[src/chpic_pkg.sv]
// Shared constants and types of the host port and interrupt chain block
package chpic_pkg;

    localparam int DATA_W  = 8;
    localparam int PORTC_W = 4;
    localparam int ADDR_W  = 6;

    localparam logic [1:0] SEL_PORTA = 2'h0;
    localparam logic [1:0] SEL_PORTB = 2'h1;
    localparam logic [1:0] SEL_PORTC = 2'h2;
    localparam logic [1:0] SEL_CTRL  = 2'h3;

    // Internal register addresses
    localparam logic [ADDR_W-1:0] ADDR_MASTER  = 6'h00;
    localparam logic [ADDR_W-1:0] ADDR_A_CS    = 6'h01;
    localparam logic [ADDR_W-1:0] ADDR_B_CS    = 6'h02;
    localparam logic [ADDR_W-1:0] ADDR_VECTOR  = 6'h03;
    localparam logic [ADDR_W-1:0] ADDR_CUR_VEC = 6'h04;
    localparam logic [ADDR_W-1:0] ADDR_A_DIR   = 6'h08;
    localparam logic [ADDR_W-1:0] ADDR_A_POL   = 6'h09;
    localparam logic [ADDR_W-1:0] ADDR_A_OD    = 6'h0A;
    localparam logic [ADDR_W-1:0] ADDR_A_MASK  = 6'h0B;
    localparam logic [ADDR_W-1:0] ADDR_A_DATA  = 6'h0D;
    localparam logic [ADDR_W-1:0] ADDR_B_DATA  = 6'h0E;
    localparam logic [ADDR_W-1:0] ADDR_C_DATA  = 6'h0F;
    localparam logic [ADDR_W-1:0] ADDR_B_DIR   = 6'h10;
    localparam logic [ADDR_W-1:0] ADDR_B_POL   = 6'h11;
    localparam logic [ADDR_W-1:0] ADDR_B_OD    = 6'h12;
    localparam logic [ADDR_W-1:0] ADDR_B_MASK  = 6'h13;
    localparam logic [ADDR_W-1:0] ADDR_C_DIR   = 6'h18;
    localparam logic [ADDR_W-1:0] ADDR_C_POL   = 6'h19;
    localparam logic [ADDR_W-1:0] ADDR_C_OD    = 6'h1A;

    // Field positions
    localparam int MIC_MIE   = 7;
    localparam int CS_IUS    = 7;
    localparam int CS_IE     = 6;
    localparam int CS_IP     = 5;
    localparam int CS_ACTIVE = 0;

    // Reset values
    localparam logic [DATA_W-1:0] RST_ZERO  = 8'h00;
    localparam logic [DATA_W-1:0] RST_ONES  = 8'hFF;
    localparam logic [DATA_W-1:0] VEC_NONE  = 8'hFF;
    localparam logic [ADDR_W-1:0] RST_PTR   = 6'h00;

    typedef struct packed {
        logic              readN;
        logic              writeN;
        logic              chipEnableN;
        logic [1:0]        regSelect;
        logic [DATA_W-1:0] data;
    } chpic_host_s;

    localparam chpic_host_s HOST_IDLE = '{readN: 1'b1, writeN: 1'b1, chipEnableN: 1'b1,
                                          regSelect: SEL_PORTA, data: RST_ZERO};

    typedef enum logic {
        PTR_WAIT  = 1'b0,
        PTR_READY = 1'b1
    } chpic_ptr_e;

endpackage

[src/chpic_port_bits.sv]
// One parallel port: pin synchronisers, output, direction, polarity, open-drain
`timescale 1ns/10ps
`default_nettype none
module chpic_port_bits
    import chpic_pkg::*;
#(
    parameter int WIDTH = 8
) (
    input  wire logic             clock,
    input  wire logic             reset_n,
    input  wire logic             softReset,
    input  wire logic [WIDTH-1:0] pinIn,
    output logic      [WIDTH-1:0] pinOut,
    output logic      [WIDTH-1:0] pinOeN,
    input  wire logic [WIDTH-1:0] writeData,
    input  wire logic             writeOut,
    input  wire logic             writeDir,
    input  wire logic             writePol,
    input  wire logic             writeOd,
    output logic      [WIDTH-1:0] readValue,
    output logic      [WIDTH-1:0] inputs,
    output logic      [WIDTH-1:0] changed,
    output logic      [WIDTH-1:0] dir,
    output logic      [WIDTH-1:0] pol,
    output logic      [WIDTH-1:0] od
);
    logic [WIDTH-1:0] pinMeta_reg;
    logic [WIDTH-1:0] pinSync_reg;
    logic [WIDTH-1:0] pinPrev_reg;
    logic [WIDTH-1:0] out_reg;
    logic [WIDTH-1:0] drive;

    always_ff @(posedge clock or negedge reset_n) begin
        if (!reset_n) begin
            pinMeta_reg <= '0;
            pinSync_reg <= '0;
            pinPrev_reg <= '0;
        end else begin
            pinMeta_reg <= pinIn;
            pinSync_reg <= pinMeta_reg;
            pinPrev_reg <= pinSync_reg;
        end
    end

    // Writes to input bits are dropped
    always_ff @(posedge clock or negedge reset_n) begin
        if (!reset_n) begin
            out_reg <= '0;
            dir     <= '1;
            pol     <= '0;
            od      <= '0;
        end else if (softReset) begin
            out_reg <= '0;
            dir     <= '1;
            pol     <= '0;
            od      <= '0;
        end else begin
            if (writeOut) out_reg <= (out_reg & dir) | (writeData & ~dir);
            if (writeDir) dir <= writeData;
            if (writePol) pol <= writeData;
            if (writeOd)  od  <= writeData;
        end
    end

    assign drive = out_reg ^ pol;

    // Each line: input, push-pull output or open-drain output
    always_ff @(posedge clock or negedge reset_n) begin
        if (!reset_n) begin
            pinOut <= '0;
            pinOeN <= '1;
        end else begin
            pinOut <= drive;
            pinOeN <= dir | (od & drive);
        end
    end

    assign inputs    = (pinSync_reg ^ pol) & dir;
    assign changed   = (pinSync_reg ^ pinPrev_reg) & dir;
    assign readValue = inputs | (out_reg & ~dir);

endmodule
`default_nettype wire

[src/chpic_irq_channel.sv]
// Pending, under-service and enable flags of one interrupt source
`timescale 1ns/10ps
`default_nettype none
module chpic_irq_channel
    import chpic_pkg::*;
(
    input  wire logic              clock,
    input  wire logic              reset_n,
    input  wire logic              softReset,
    input  wire logic              setEvent,
    input  wire logic              setService,
    input  wire logic              csWrite,
    input  wire logic [DATA_W-1:0] writeData,
    output logic                   pending,
    output logic                   service,
    output logic                   enable,
    output logic                   request
);
    // Hardware set wins over a clear written in the same cycle
    always_ff @(posedge clock or negedge reset_n) begin
        if (!reset_n) begin
            pending <= 1'b0;
            service <= 1'b0;
            enable  <= 1'b0;
        end else if (softReset) begin
            pending <= 1'b0;
            service <= 1'b0;
            enable  <= 1'b0;
        end else begin
            if (setEvent) pending <= 1'b1;
            else if (csWrite) pending <= writeData[CS_IP];
            if (setService) service <= 1'b1;
            else if (csWrite) service <= writeData[CS_IUS];
            if (csWrite) enable <= writeData[CS_IE];
        end
    end

    assign request = pending & enable & ~service;

endmodule
`default_nettype wire

[src/chpic_host_port.sv]
// Host data port, indirect control registers and interrupt daisy chain
`timescale 1ns/10ps
`default_nettype none
module chpic_host_port
    import chpic_pkg::*;
(
    input  wire logic               clock,
    input  wire logic               reset_n,
    input  wire logic               readN,
    input  wire logic               writeN,
    input  wire logic               chipEnableN,
    input  wire logic [1:0]         regSelect,
    input  wire logic [DATA_W-1:0]  hostDataBusIn,
    output logic      [DATA_W-1:0]  hostDataBusOut,
    output logic                    hostDataBusOeN,
    input  wire logic               ackCycleN,
    input  wire logic               chainEnableIn,
    output logic                    chainEnableOut,
    output logic                    irqRequestNOut,
    output logic                    irqRequestNOeN,
    input  wire logic [DATA_W-1:0]  firstPortLinesIn,
    output logic      [DATA_W-1:0]  firstPortLinesOut,
    output logic      [DATA_W-1:0]  firstPortLinesOeN,
    input  wire logic [DATA_W-1:0]  secondPortLinesIn,
    output logic      [DATA_W-1:0]  secondPortLinesOut,
    output logic      [DATA_W-1:0]  secondPortLinesOeN,
    input  wire logic [PORTC_W-1:0] thirdPortLinesIn,
    output logic      [PORTC_W-1:0] thirdPortLinesOut,
    output logic      [PORTC_W-1:0] thirdPortLinesOeN
);
    chpic_host_s       hostRaw;
    chpic_host_s       hostMeta_reg;
    chpic_host_s       hostSync_reg;
    chpic_host_s       hostPrev_reg;
    logic              chainMeta_reg;
    logic              chainSync_reg;
    chpic_ptr_e        ptrState_reg;
    logic [ADDR_W-1:0] ptr_reg;
    logic              mie_reg;
    logic [DATA_W-1:0] vecBase_reg;
    logic [DATA_W-1:0] maskA_reg;
    logic [DATA_W-1:0] maskB_reg;

    logic              softReset;
    logic              selected;
    logic              writeStart;
    logic              readStart;
    logic              ackRead;
    logic              ctrlSel;
    logic              ptrLoad;
    logic              ctrlWrite;
    logic [ADDR_W-1:0] accAddr;
    logic [DATA_W-1:0] wData;
    logic              regWrite;
    logic [DATA_W-1:0] readValue;
    logic [DATA_W-1:0] currentVector;
    logic              grant;

    logic [DATA_W-1:0]  aValue, aIn, aChg, aDir, aPol, aOd;
    logic [DATA_W-1:0]  bValue, bIn, bChg, bDir, bPol, bOd;
    logic [PORTC_W-1:0] cValue, cDir, cPol, cOd;
    logic               ipA, iusA, ieA, reqA;
    logic               ipB, iusB, ieB, reqB;
    logic               reqAny;
    logic               anyService;
    logic [DATA_W-1:0]  csA, csB;

    // Host strobes, select and data are asynchronous to the clock
    assign hostRaw = {readN, writeN, chipEnableN, regSelect, hostDataBusIn};

    // The whole host side runs from this clock, so it must keep running
    always_ff @(posedge clock or negedge reset_n) begin
        if (!reset_n) begin
            hostMeta_reg <= HOST_IDLE;
            hostSync_reg <= HOST_IDLE;
            hostPrev_reg <= HOST_IDLE;
        end else begin
            hostMeta_reg <= hostRaw;
            hostSync_reg <= hostMeta_reg;
            hostPrev_reg <= hostSync_reg;
        end
    end

    always_ff @(posedge clock or negedge reset_n) begin
        if (!reset_n) begin
            chainMeta_reg <= 1'b0;
            chainSync_reg <= 1'b0;
        end else begin
            chainMeta_reg <= chainEnableIn;
            chainSync_reg <= chainMeta_reg;
        end
    end

    assign softReset = ~hostSync_reg.readN & ~hostSync_reg.writeN;
    assign selected  = ~hostSync_reg.chipEnableN;
    // Acknowledge input is already on this clock and is used without a synchroniser
    assign writeStart = selected & ackCycleN & hostSync_reg.readN
                      & hostPrev_reg.writeN & ~hostSync_reg.writeN;
    assign readStart  = selected & ackCycleN & hostSync_reg.writeN
                      & hostPrev_reg.readN & ~hostSync_reg.readN;
    assign ackRead    = ~ackCycleN & hostSync_reg.writeN
                      & hostPrev_reg.readN & ~hostSync_reg.readN;

    assign ctrlSel   = hostSync_reg.regSelect == SEL_CTRL;
    assign ptrLoad   = writeStart & ctrlSel & (ptrState_reg == PTR_WAIT);
    assign ctrlWrite = writeStart & ctrlSel & (ptrState_reg == PTR_READY);
    assign wData     = hostSync_reg.data;

    // Data registers map directly, anything else goes through the pointer
    always_comb begin
        unique case (hostSync_reg.regSelect)
            SEL_PORTA: accAddr = ADDR_A_DATA;
            SEL_PORTB: accAddr = ADDR_B_DATA;
            SEL_PORTC: accAddr = ADDR_C_DATA;
            SEL_CTRL:  accAddr = ptr_reg;
        endcase
    end

    assign regWrite = (writeStart & ~ctrlSel) | ctrlWrite;

    always_ff @(posedge clock or negedge reset_n) begin
        if (!reset_n) begin
            ptrState_reg <= PTR_WAIT;
            ptr_reg      <= RST_PTR;
        end else if (softReset) begin
            ptrState_reg <= PTR_WAIT;
            ptr_reg      <= RST_PTR;
        end else begin
            unique case (ptrState_reg)
                PTR_WAIT: begin
                    if (ptrLoad) begin
                        ptr_reg      <= wData[ADDR_W-1:0];
                        ptrState_reg <= PTR_READY;
                    end
                end
                PTR_READY: begin
                    if (ctrlWrite || (readStart && ctrlSel)) begin
                        ptrState_reg <= PTR_WAIT;
                    end
                end
            endcase
        end
    end

    always_ff @(posedge clock or negedge reset_n) begin
        if (!reset_n) begin
            mie_reg     <= 1'b0;
            vecBase_reg <= RST_ZERO;
            maskA_reg   <= RST_ZERO;
            maskB_reg   <= RST_ZERO;
        end else if (softReset) begin
            mie_reg     <= 1'b0;
            vecBase_reg <= RST_ZERO;
            maskA_reg   <= RST_ZERO;
            maskB_reg   <= RST_ZERO;
        end else if (regWrite) begin
            if (accAddr == ADDR_MASTER) mie_reg <= wData[MIC_MIE];
            if (accAddr == ADDR_VECTOR) vecBase_reg <= wData;
            if (accAddr == ADDR_A_MASK) maskA_reg <= wData;
            if (accAddr == ADDR_B_MASK) maskB_reg <= wData;
        end
    end

    chpic_port_bits #(.WIDTH(DATA_W)) firstPort (
        .clock     (clock),
        .reset_n   (reset_n),
        .softReset (softReset),
        .pinIn     (firstPortLinesIn),
        .pinOut    (firstPortLinesOut),
        .pinOeN    (firstPortLinesOeN),
        .writeData (wData),
        .writeOut  (regWrite && accAddr == ADDR_A_DATA),
        .writeDir  (regWrite && accAddr == ADDR_A_DIR),
        .writePol  (regWrite && accAddr == ADDR_A_POL),
        .writeOd   (regWrite && accAddr == ADDR_A_OD),
        .readValue (aValue),
        .inputs    (aIn),
        .changed   (aChg),
        .dir       (aDir),
        .pol       (aPol),
        .od        (aOd)
    );

    chpic_port_bits #(.WIDTH(DATA_W)) secondPort (
        .clock     (clock),
        .reset_n   (reset_n),
        .softReset (softReset),
        .pinIn     (secondPortLinesIn),
        .pinOut    (secondPortLinesOut),
        .pinOeN    (secondPortLinesOeN),
        .writeData (wData),
        .writeOut  (regWrite && accAddr == ADDR_B_DATA),
        .writeDir  (regWrite && accAddr == ADDR_B_DIR),
        .writePol  (regWrite && accAddr == ADDR_B_POL),
        .writeOd   (regWrite && accAddr == ADDR_B_OD),
        .readValue (bValue),
        .inputs    (bIn),
        .changed   (bChg),
        .dir       (bDir),
        .pol       (bPol),
        .od        (bOd)
    );

    chpic_port_bits #(.WIDTH(PORTC_W)) thirdPort (
        .clock     (clock),
        .reset_n   (reset_n),
        .softReset (softReset),
        .pinIn     (thirdPortLinesIn),
        .pinOut    (thirdPortLinesOut),
        .pinOeN    (thirdPortLinesOeN),
        .writeData (wData[PORTC_W-1:0]),
        .writeOut  (regWrite && accAddr == ADDR_C_DATA),
        .writeDir  (regWrite && accAddr == ADDR_C_DIR),
        .writePol  (regWrite && accAddr == ADDR_C_POL),
        .writeOd   (regWrite && accAddr == ADDR_C_OD),
        .readValue (cValue),
        .inputs    (),
        .changed   (),
        .dir       (cDir),
        .pol       (cPol),
        .od        (cOd)
    );

    // Priority inside the device: first port above second port
    assign grant = ackRead & chainSync_reg & reqAny & ~anyService;

    chpic_irq_channel irqA (
        .clock      (clock),
        .reset_n    (reset_n),
        .softReset  (softReset),
        .setEvent   (|(aChg & maskA_reg)),
        .setService (grant & reqA),
        .csWrite    (regWrite && accAddr == ADDR_A_CS),
        .writeData  (wData),
        .pending    (ipA),
        .service    (iusA),
        .enable     (ieA),
        .request    (reqA)
    );

    chpic_irq_channel irqB (
        .clock      (clock),
        .reset_n    (reset_n),
        .softReset  (softReset),
        .setEvent   (|(bChg & maskB_reg)),
        .setService (grant & ~reqA & reqB),
        .csWrite    (regWrite && accAddr == ADDR_B_CS),
        .writeData  (wData),
        .pending    (ipB),
        .service    (iusB),
        .enable     (ieB),
        .request    (reqB)
    );

    assign reqAny     = mie_reg & (reqA | reqB);
    assign anyService = iusA | iusB;

    always_comb begin
        if (reqA) begin
            currentVector = {vecBase_reg[DATA_W-1:1], 1'b0};
        end else if (reqB) begin
            currentVector = {vecBase_reg[DATA_W-1:1], 1'b1};
        end else begin
            currentVector = VEC_NONE;
        end
    end

    // Status bit is live; a write to its position is not stored
    always_comb begin
        csA = RST_ZERO;
        csA[CS_IUS]    = iusA;
        csA[CS_IE]     = ieA;
        csA[CS_IP]     = ipA;
        csA[CS_ACTIVE] = |(aIn & maskA_reg);
        csB = RST_ZERO;
        csB[CS_IUS]    = iusB;
        csB[CS_IE]     = ieB;
        csB[CS_IP]     = ipB;
        csB[CS_ACTIVE] = |(bIn & maskB_reg);
    end

    always_comb begin
        readValue = RST_ZERO;
        unique case (accAddr)
            ADDR_MASTER:  readValue[MIC_MIE] = mie_reg;
            ADDR_A_CS:    readValue = csA;
            ADDR_B_CS:    readValue = csB;
            ADDR_VECTOR:  readValue = vecBase_reg;
            ADDR_CUR_VEC: readValue = currentVector;
            ADDR_A_DIR:   readValue = aDir;
            ADDR_A_POL:   readValue = aPol;
            ADDR_A_OD:    readValue = aOd;
            ADDR_A_MASK:  readValue = maskA_reg;
            ADDR_A_DATA:  readValue = aValue;
            ADDR_B_DATA:  readValue = bValue;
            ADDR_C_DATA:  readValue = {{(DATA_W-PORTC_W){1'b0}}, cValue};
            ADDR_B_DIR:   readValue = bDir;
            ADDR_B_POL:   readValue = bPol;
            ADDR_B_OD:    readValue = bOd;
            ADDR_B_MASK:  readValue = maskB_reg;
            ADDR_C_DIR:   readValue = {{(DATA_W-PORTC_W){1'b0}}, cDir};
            ADDR_C_POL:   readValue = {{(DATA_W-PORTC_W){1'b0}}, cPol};
            ADDR_C_OD:    readValue = {{(DATA_W-PORTC_W){1'b0}}, cOd};
            default:      readValue = RST_ZERO;
        endcase
    end

    // Bus is driven only for a register read or a granted vector
    always_ff @(posedge clock or negedge reset_n) begin
        if (!reset_n) begin
            hostDataBusOut <= RST_ZERO;
            hostDataBusOeN <= 1'b1;
        end else if (softReset) begin
            hostDataBusOeN <= 1'b1;
        end else if (readStart) begin
            hostDataBusOut <= readValue;
            hostDataBusOeN <= 1'b0;
        end else if (grant) begin
            hostDataBusOut <= currentVector;
            hostDataBusOeN <= 1'b0;
        end else if (hostSync_reg.readN || (ackCycleN && !selected)) begin
            hostDataBusOeN <= 1'b1;
        end
    end

    // Outside acknowledge a served request still blocks lower devices
    always_ff @(posedge clock or negedge reset_n) begin
        if (!reset_n) begin
            chainEnableOut <= 1'b0;
            irqRequestNOeN <= 1'b1;
        end else begin
            if (!ackCycleN) begin
                chainEnableOut <= chainSync_reg & ~reqAny & ~anyService;
            end else begin
                chainEnableOut <= chainSync_reg & ~anyService;
            end
            irqRequestNOeN <= ~(reqAny & ~anyService);
        end
    end

    // Open-drain: the line is only ever pulled low
    assign irqRequestNOut = 1'b0;

endmodule
`default_nettype wire

[config.mk]
export PLATFORM = sky130hd
export DESIGN_NAME = chpic_host_port
export DESIGN_NICKNAME = d
export VERILOG_FILES = /design/src/chpic_pkg.sv /design/src/chpic_port_bits.sv /design/src/chpic_irq_channel.sv /design/src/chpic_host_port.sv
export SDC_FILE = /design/constraint.sdc
export NUM_CORES = 1
export LEC_CHECK = 0
export BUFFER_PORTS_ARGS = -buffer_cell sky130_fd_sc_hd__buf_2
export CORE_MARGIN = 2
export CORE_UTILIZATION = 60
export DETAILED_ROUTE_END_ITERATION = 10
export PLACE_DENSITY = 0.8
export SYNTH_ARGS = -nofsm -noshare
export SYNTH_HDL_FRONTEND = slang
export SYNTH_SLANG_ARGS = --single-unit
[constraint.sdc]
create_clock -name clock -period 2.9 [get_ports clock]
set_clock_uncertainty 0.15 [all_clocks]
set_input_delay 0 -clock clock [delete_from_list [all_inputs] [get_ports clock]]
set_output_delay 0 -clock clock [all_outputs]
set_load 0.02 [all_outputs]
==> results by group <==
Run status
  • Status: finished clean

Timing
  • Hold Fails Final Rpt: 0
  • Min Tclk post-route: 2.68 ns
  • Unrepaired setup endpoints after global routing: false
  • Final setup violation count: 0
  • Tightest Pin Transition: 0.848 ns
  • Final period utilization: 92.4%
  • Slew HR: 43.5%
  • Worst setup margin: 0.220 ns
  • Maximum clock frequency: 373 MHz
  • Final Max Tran Viols: 0
  • Fin Setup TNS: 0 ns

Pwr
  • Register share of total power: 48.6%
  • Pwr/cell area: 597 mW/mm2
  • Leakage power: 6.03 nW
  • Comb power frac: 10.0%
  • Peak VDD IR: 631 uV
  • Internal power: 6.03 mW
  • Switching power: 2.10 mW
  • Clock Power Share: 41.4%
  • Sw frac: 25.8%

Floorplanning
  • I/O pins: 89
  • Starting Density: 60.6%
  • Core area: 0.0186 mm2
  • Die ar.: 0.0199 mm2
  • Die X: 141 um
  • Die height: 141 um
  • Core Rows: 50

Global route
  • Global route overflow: 0
  • Initial antenna violation count: 0
  • Gr usage total: 34.8%
  • Largest net degree at the start of global routing: 70
  • First-pass GRT wire length: 53000 um
  • Vias in the first global route: 9054

Worst setup path
  • Critical path class: flop to flop
  • Worst EP required: 3.16 ns
  • Slowest-stage cell, CP: dfrtp_1
  • Worst-path fanout max: 19
  • Crit path largest cell delay: 0.78 ns
  • CP arrival: 2.94 ns
  • CP Launch Type: flop
  • Worst Setup End Kind: flop
  • Cell Chain, Critical Path: buf_4 > mux2_2 > a22oi_1 > nor2_1 > a2111oi_0 > a21oi_1

Clocking
  • Clock slew at reported path FFs: 0.06 ns
  • Clock latency on the worst-skew pair: 0.55 ns
  • Post-cts sizing count: 0
  • CTS tree: yes
  • Root Buffer: clkbuf_16
  • H-Tree Depth: 1
  • Clock buffer depth: 3
  • Num CTS Buffers: 26
  • CTS Sinks: 255
  • Setup repair bufs after CTS: 0
  • Post-CTS Hold Buffers: 72

Worst hold path
  • Hold WC Path Type: flop to flop

Cells and area
  • Final Instance Count excl. Fillers: 1424
  • Commonest non-fill, non-tap cells in the layout: dfrtp_1 (205), nand2_1 (107), nor2_1 (96), buf_2 (86), dlygate4sd3_1 (71)
  • Fillcell total: 1287
  • Most common cell after layout, fill and taps aside: dfrtp_1
  • Layout cell share with drive strength beyond 1: 23.0%
  • Max reg flops: 13
  • Area Overhead vs Synth: 20.8%
  • Nets@finish: 1205

Placement
  • DP Worst Slack: 0.266 ns
  • PortBufs: 87
  • GP Congestion: 1.04
  • Placed Cells: 1302
  • HPWL after DPL: 22300 um

Logic synthesis
  • Cells after Synth: 1008
  • Ys async rst share: 100%
  • Ys flop type: dfrtp_1
  • Post-Syn Area: 0.0113 mm2
  • Syn avg cell area: 11.2 um2
  • Count of cell types in the netlist: 74
  • Post-synth EDFFs: 0
  • Mapped Nets: 1045
  • Synthesis warning total: 0
  • Register bit total from synthesis: 255
  • Post-synthesis sequential area ratio: 57.2%

Job
  • Max Cap Viol: 0

Routing
  • # DRC: 0
  • Avg Vias per Cell: 6.26
  • Avg WL per Cell: 23.5 um
  • First DRT Iteration DRCs: 1098
  • Post-route ant nets: 0
  • Routed vias: 8908
  • Drt first pass iters: 6
  • Final WL: 33500 um
-- path summary, 6_finish.rpt --
path	startpoint	endpoint	cells past startpoint	slack, ns
max in group asynchronous	reset_n	thirdPort.dir[0]	4	1.43
min in group asynchronous	reset_n	mie_reg	3	0.40
worst max-delay path	ptr_reg[1]	hostDataBusOut[1]	6	0.22
worst min-delay path	secondPort.pinMeta_reg[1]	secondPort.pinSync_reg[1]	0	0.19
worst min register to register	secondPort.pinMeta_reg[1]	secondPort.pinSync_reg[1]	0	0.19
worst max register to register	ptr_reg[1]	hostDataBusOut[1]	6	0.22
-- logic make-up after synthesis --
logic type | share of synthesized area, %
AO/OA/AOI/OAI | 12.8
XOR/XNOR | 4.35
buffers and inverters | 2.83
flip-flops | 57.2
multiplexers | 8.27
other | 0.0333
AND/OR/NAND/NOR | 14.5
-- through the flow --
stage	utilization, %	power [mW]	hold WS (ns)	area, um2
finish	73.3	8.13	0.195	13600
global route	73.2	8.37	0.200	13600
global placement	64.6	4.70	-0.0646	12000
detailed placement	64.6	4.72	-0.0518	12000
floorplan	-	4.35	-0.446	11300
CTS	73.2	8.13	0.186	13600
-- cell usage after synthesis, drive strengths merged (3+ instances only) --
master / number / area share [%]
nor3: 4 / 0.22
dfrtp: 205 / 46
o22ai: 26 / 1.4
nor4: 6 / 0.33
a22oi: 24 / 1.6
buf: 26 / 1.4
a21oi: 52 / 2.5
mux2i: 47 / 4.2
nor2: 104 / 4.1
o221ai: 3 / 0.23
nand2b: 3 / 0.17
clkbuf: 37 / 1.2
nand3b: 7 / 0.47
nand2: 112 / 3.9
dfstp: 50 / 12
and3b: 7 / 0.56
xor2: 20 / 1.6
inv: 6 / 0.20
and3: 5 / 0.28
or2: 3 / 0.17
and2: 12 / 0.67
a211o: 3 / 0.23
a22o: 4 / 0.31
mux2: 37 / 3.7
and4bb: 4 / 0.48
o21ai: 48 / 2.1
o211ai: 13 / 0.91
a31oi: 6 / 0.60
nand3: 40 / 1.9
xnor2: 36 / 2.8
nor2b: 4 / 0.22
a21o: 22 / 1.5
-- power by group through the flow --
stage | clock network [mW] | logic [mW] | registers (mW)
4_1_cts | 3.38 | 0.802 | 3.95
5_1_grt | 3.53 | 0.871 | 3.97
6_report | 3.37 | 0.812 | 3.95
3_3_place_gp | 0 | 0.703 | 4.00
3_5_place_dp | 0 | 0.712 | 4.00
2_1_floorplan | 0 | 0.349 | 4.00
-- final cells by class --
class                           count  area [um2]  area share [%]
Clock buffer                       35         724            5.32
Sequential cell                   255        6440            47.3
Clock inverter                     13         134           0.984
Antenna cell                        2        5.00          0.0368
Multi-Input combinational cell    684        4510            33.1
Inverter                            6        22.5           0.165
Timing Repair Buffer              195        1480            10.9
Tap cell                          234         293            2.15
-- layer usage --
layer	vias to the layer above	global-route usage, %	routed length, um
met5	-	0	0
met4	0	14.9	1600
met3	106	8.22	3320
met2	560	51.6	14900
met1	4376	49.8	13700
li1	3866	-	-
-- critical path: cells and delay by family (launching register included) --
kind / cells / cell delay [ns]
AOI/OAI and AO/OA: 3 / 0.80
buffers and inverters: 1 / 0.37
DFF: 1 / 0.78
muxes: 1 / 0.37
and+or+nand+nor: 1 / 0.07
(Power assumes the default switching activity.)
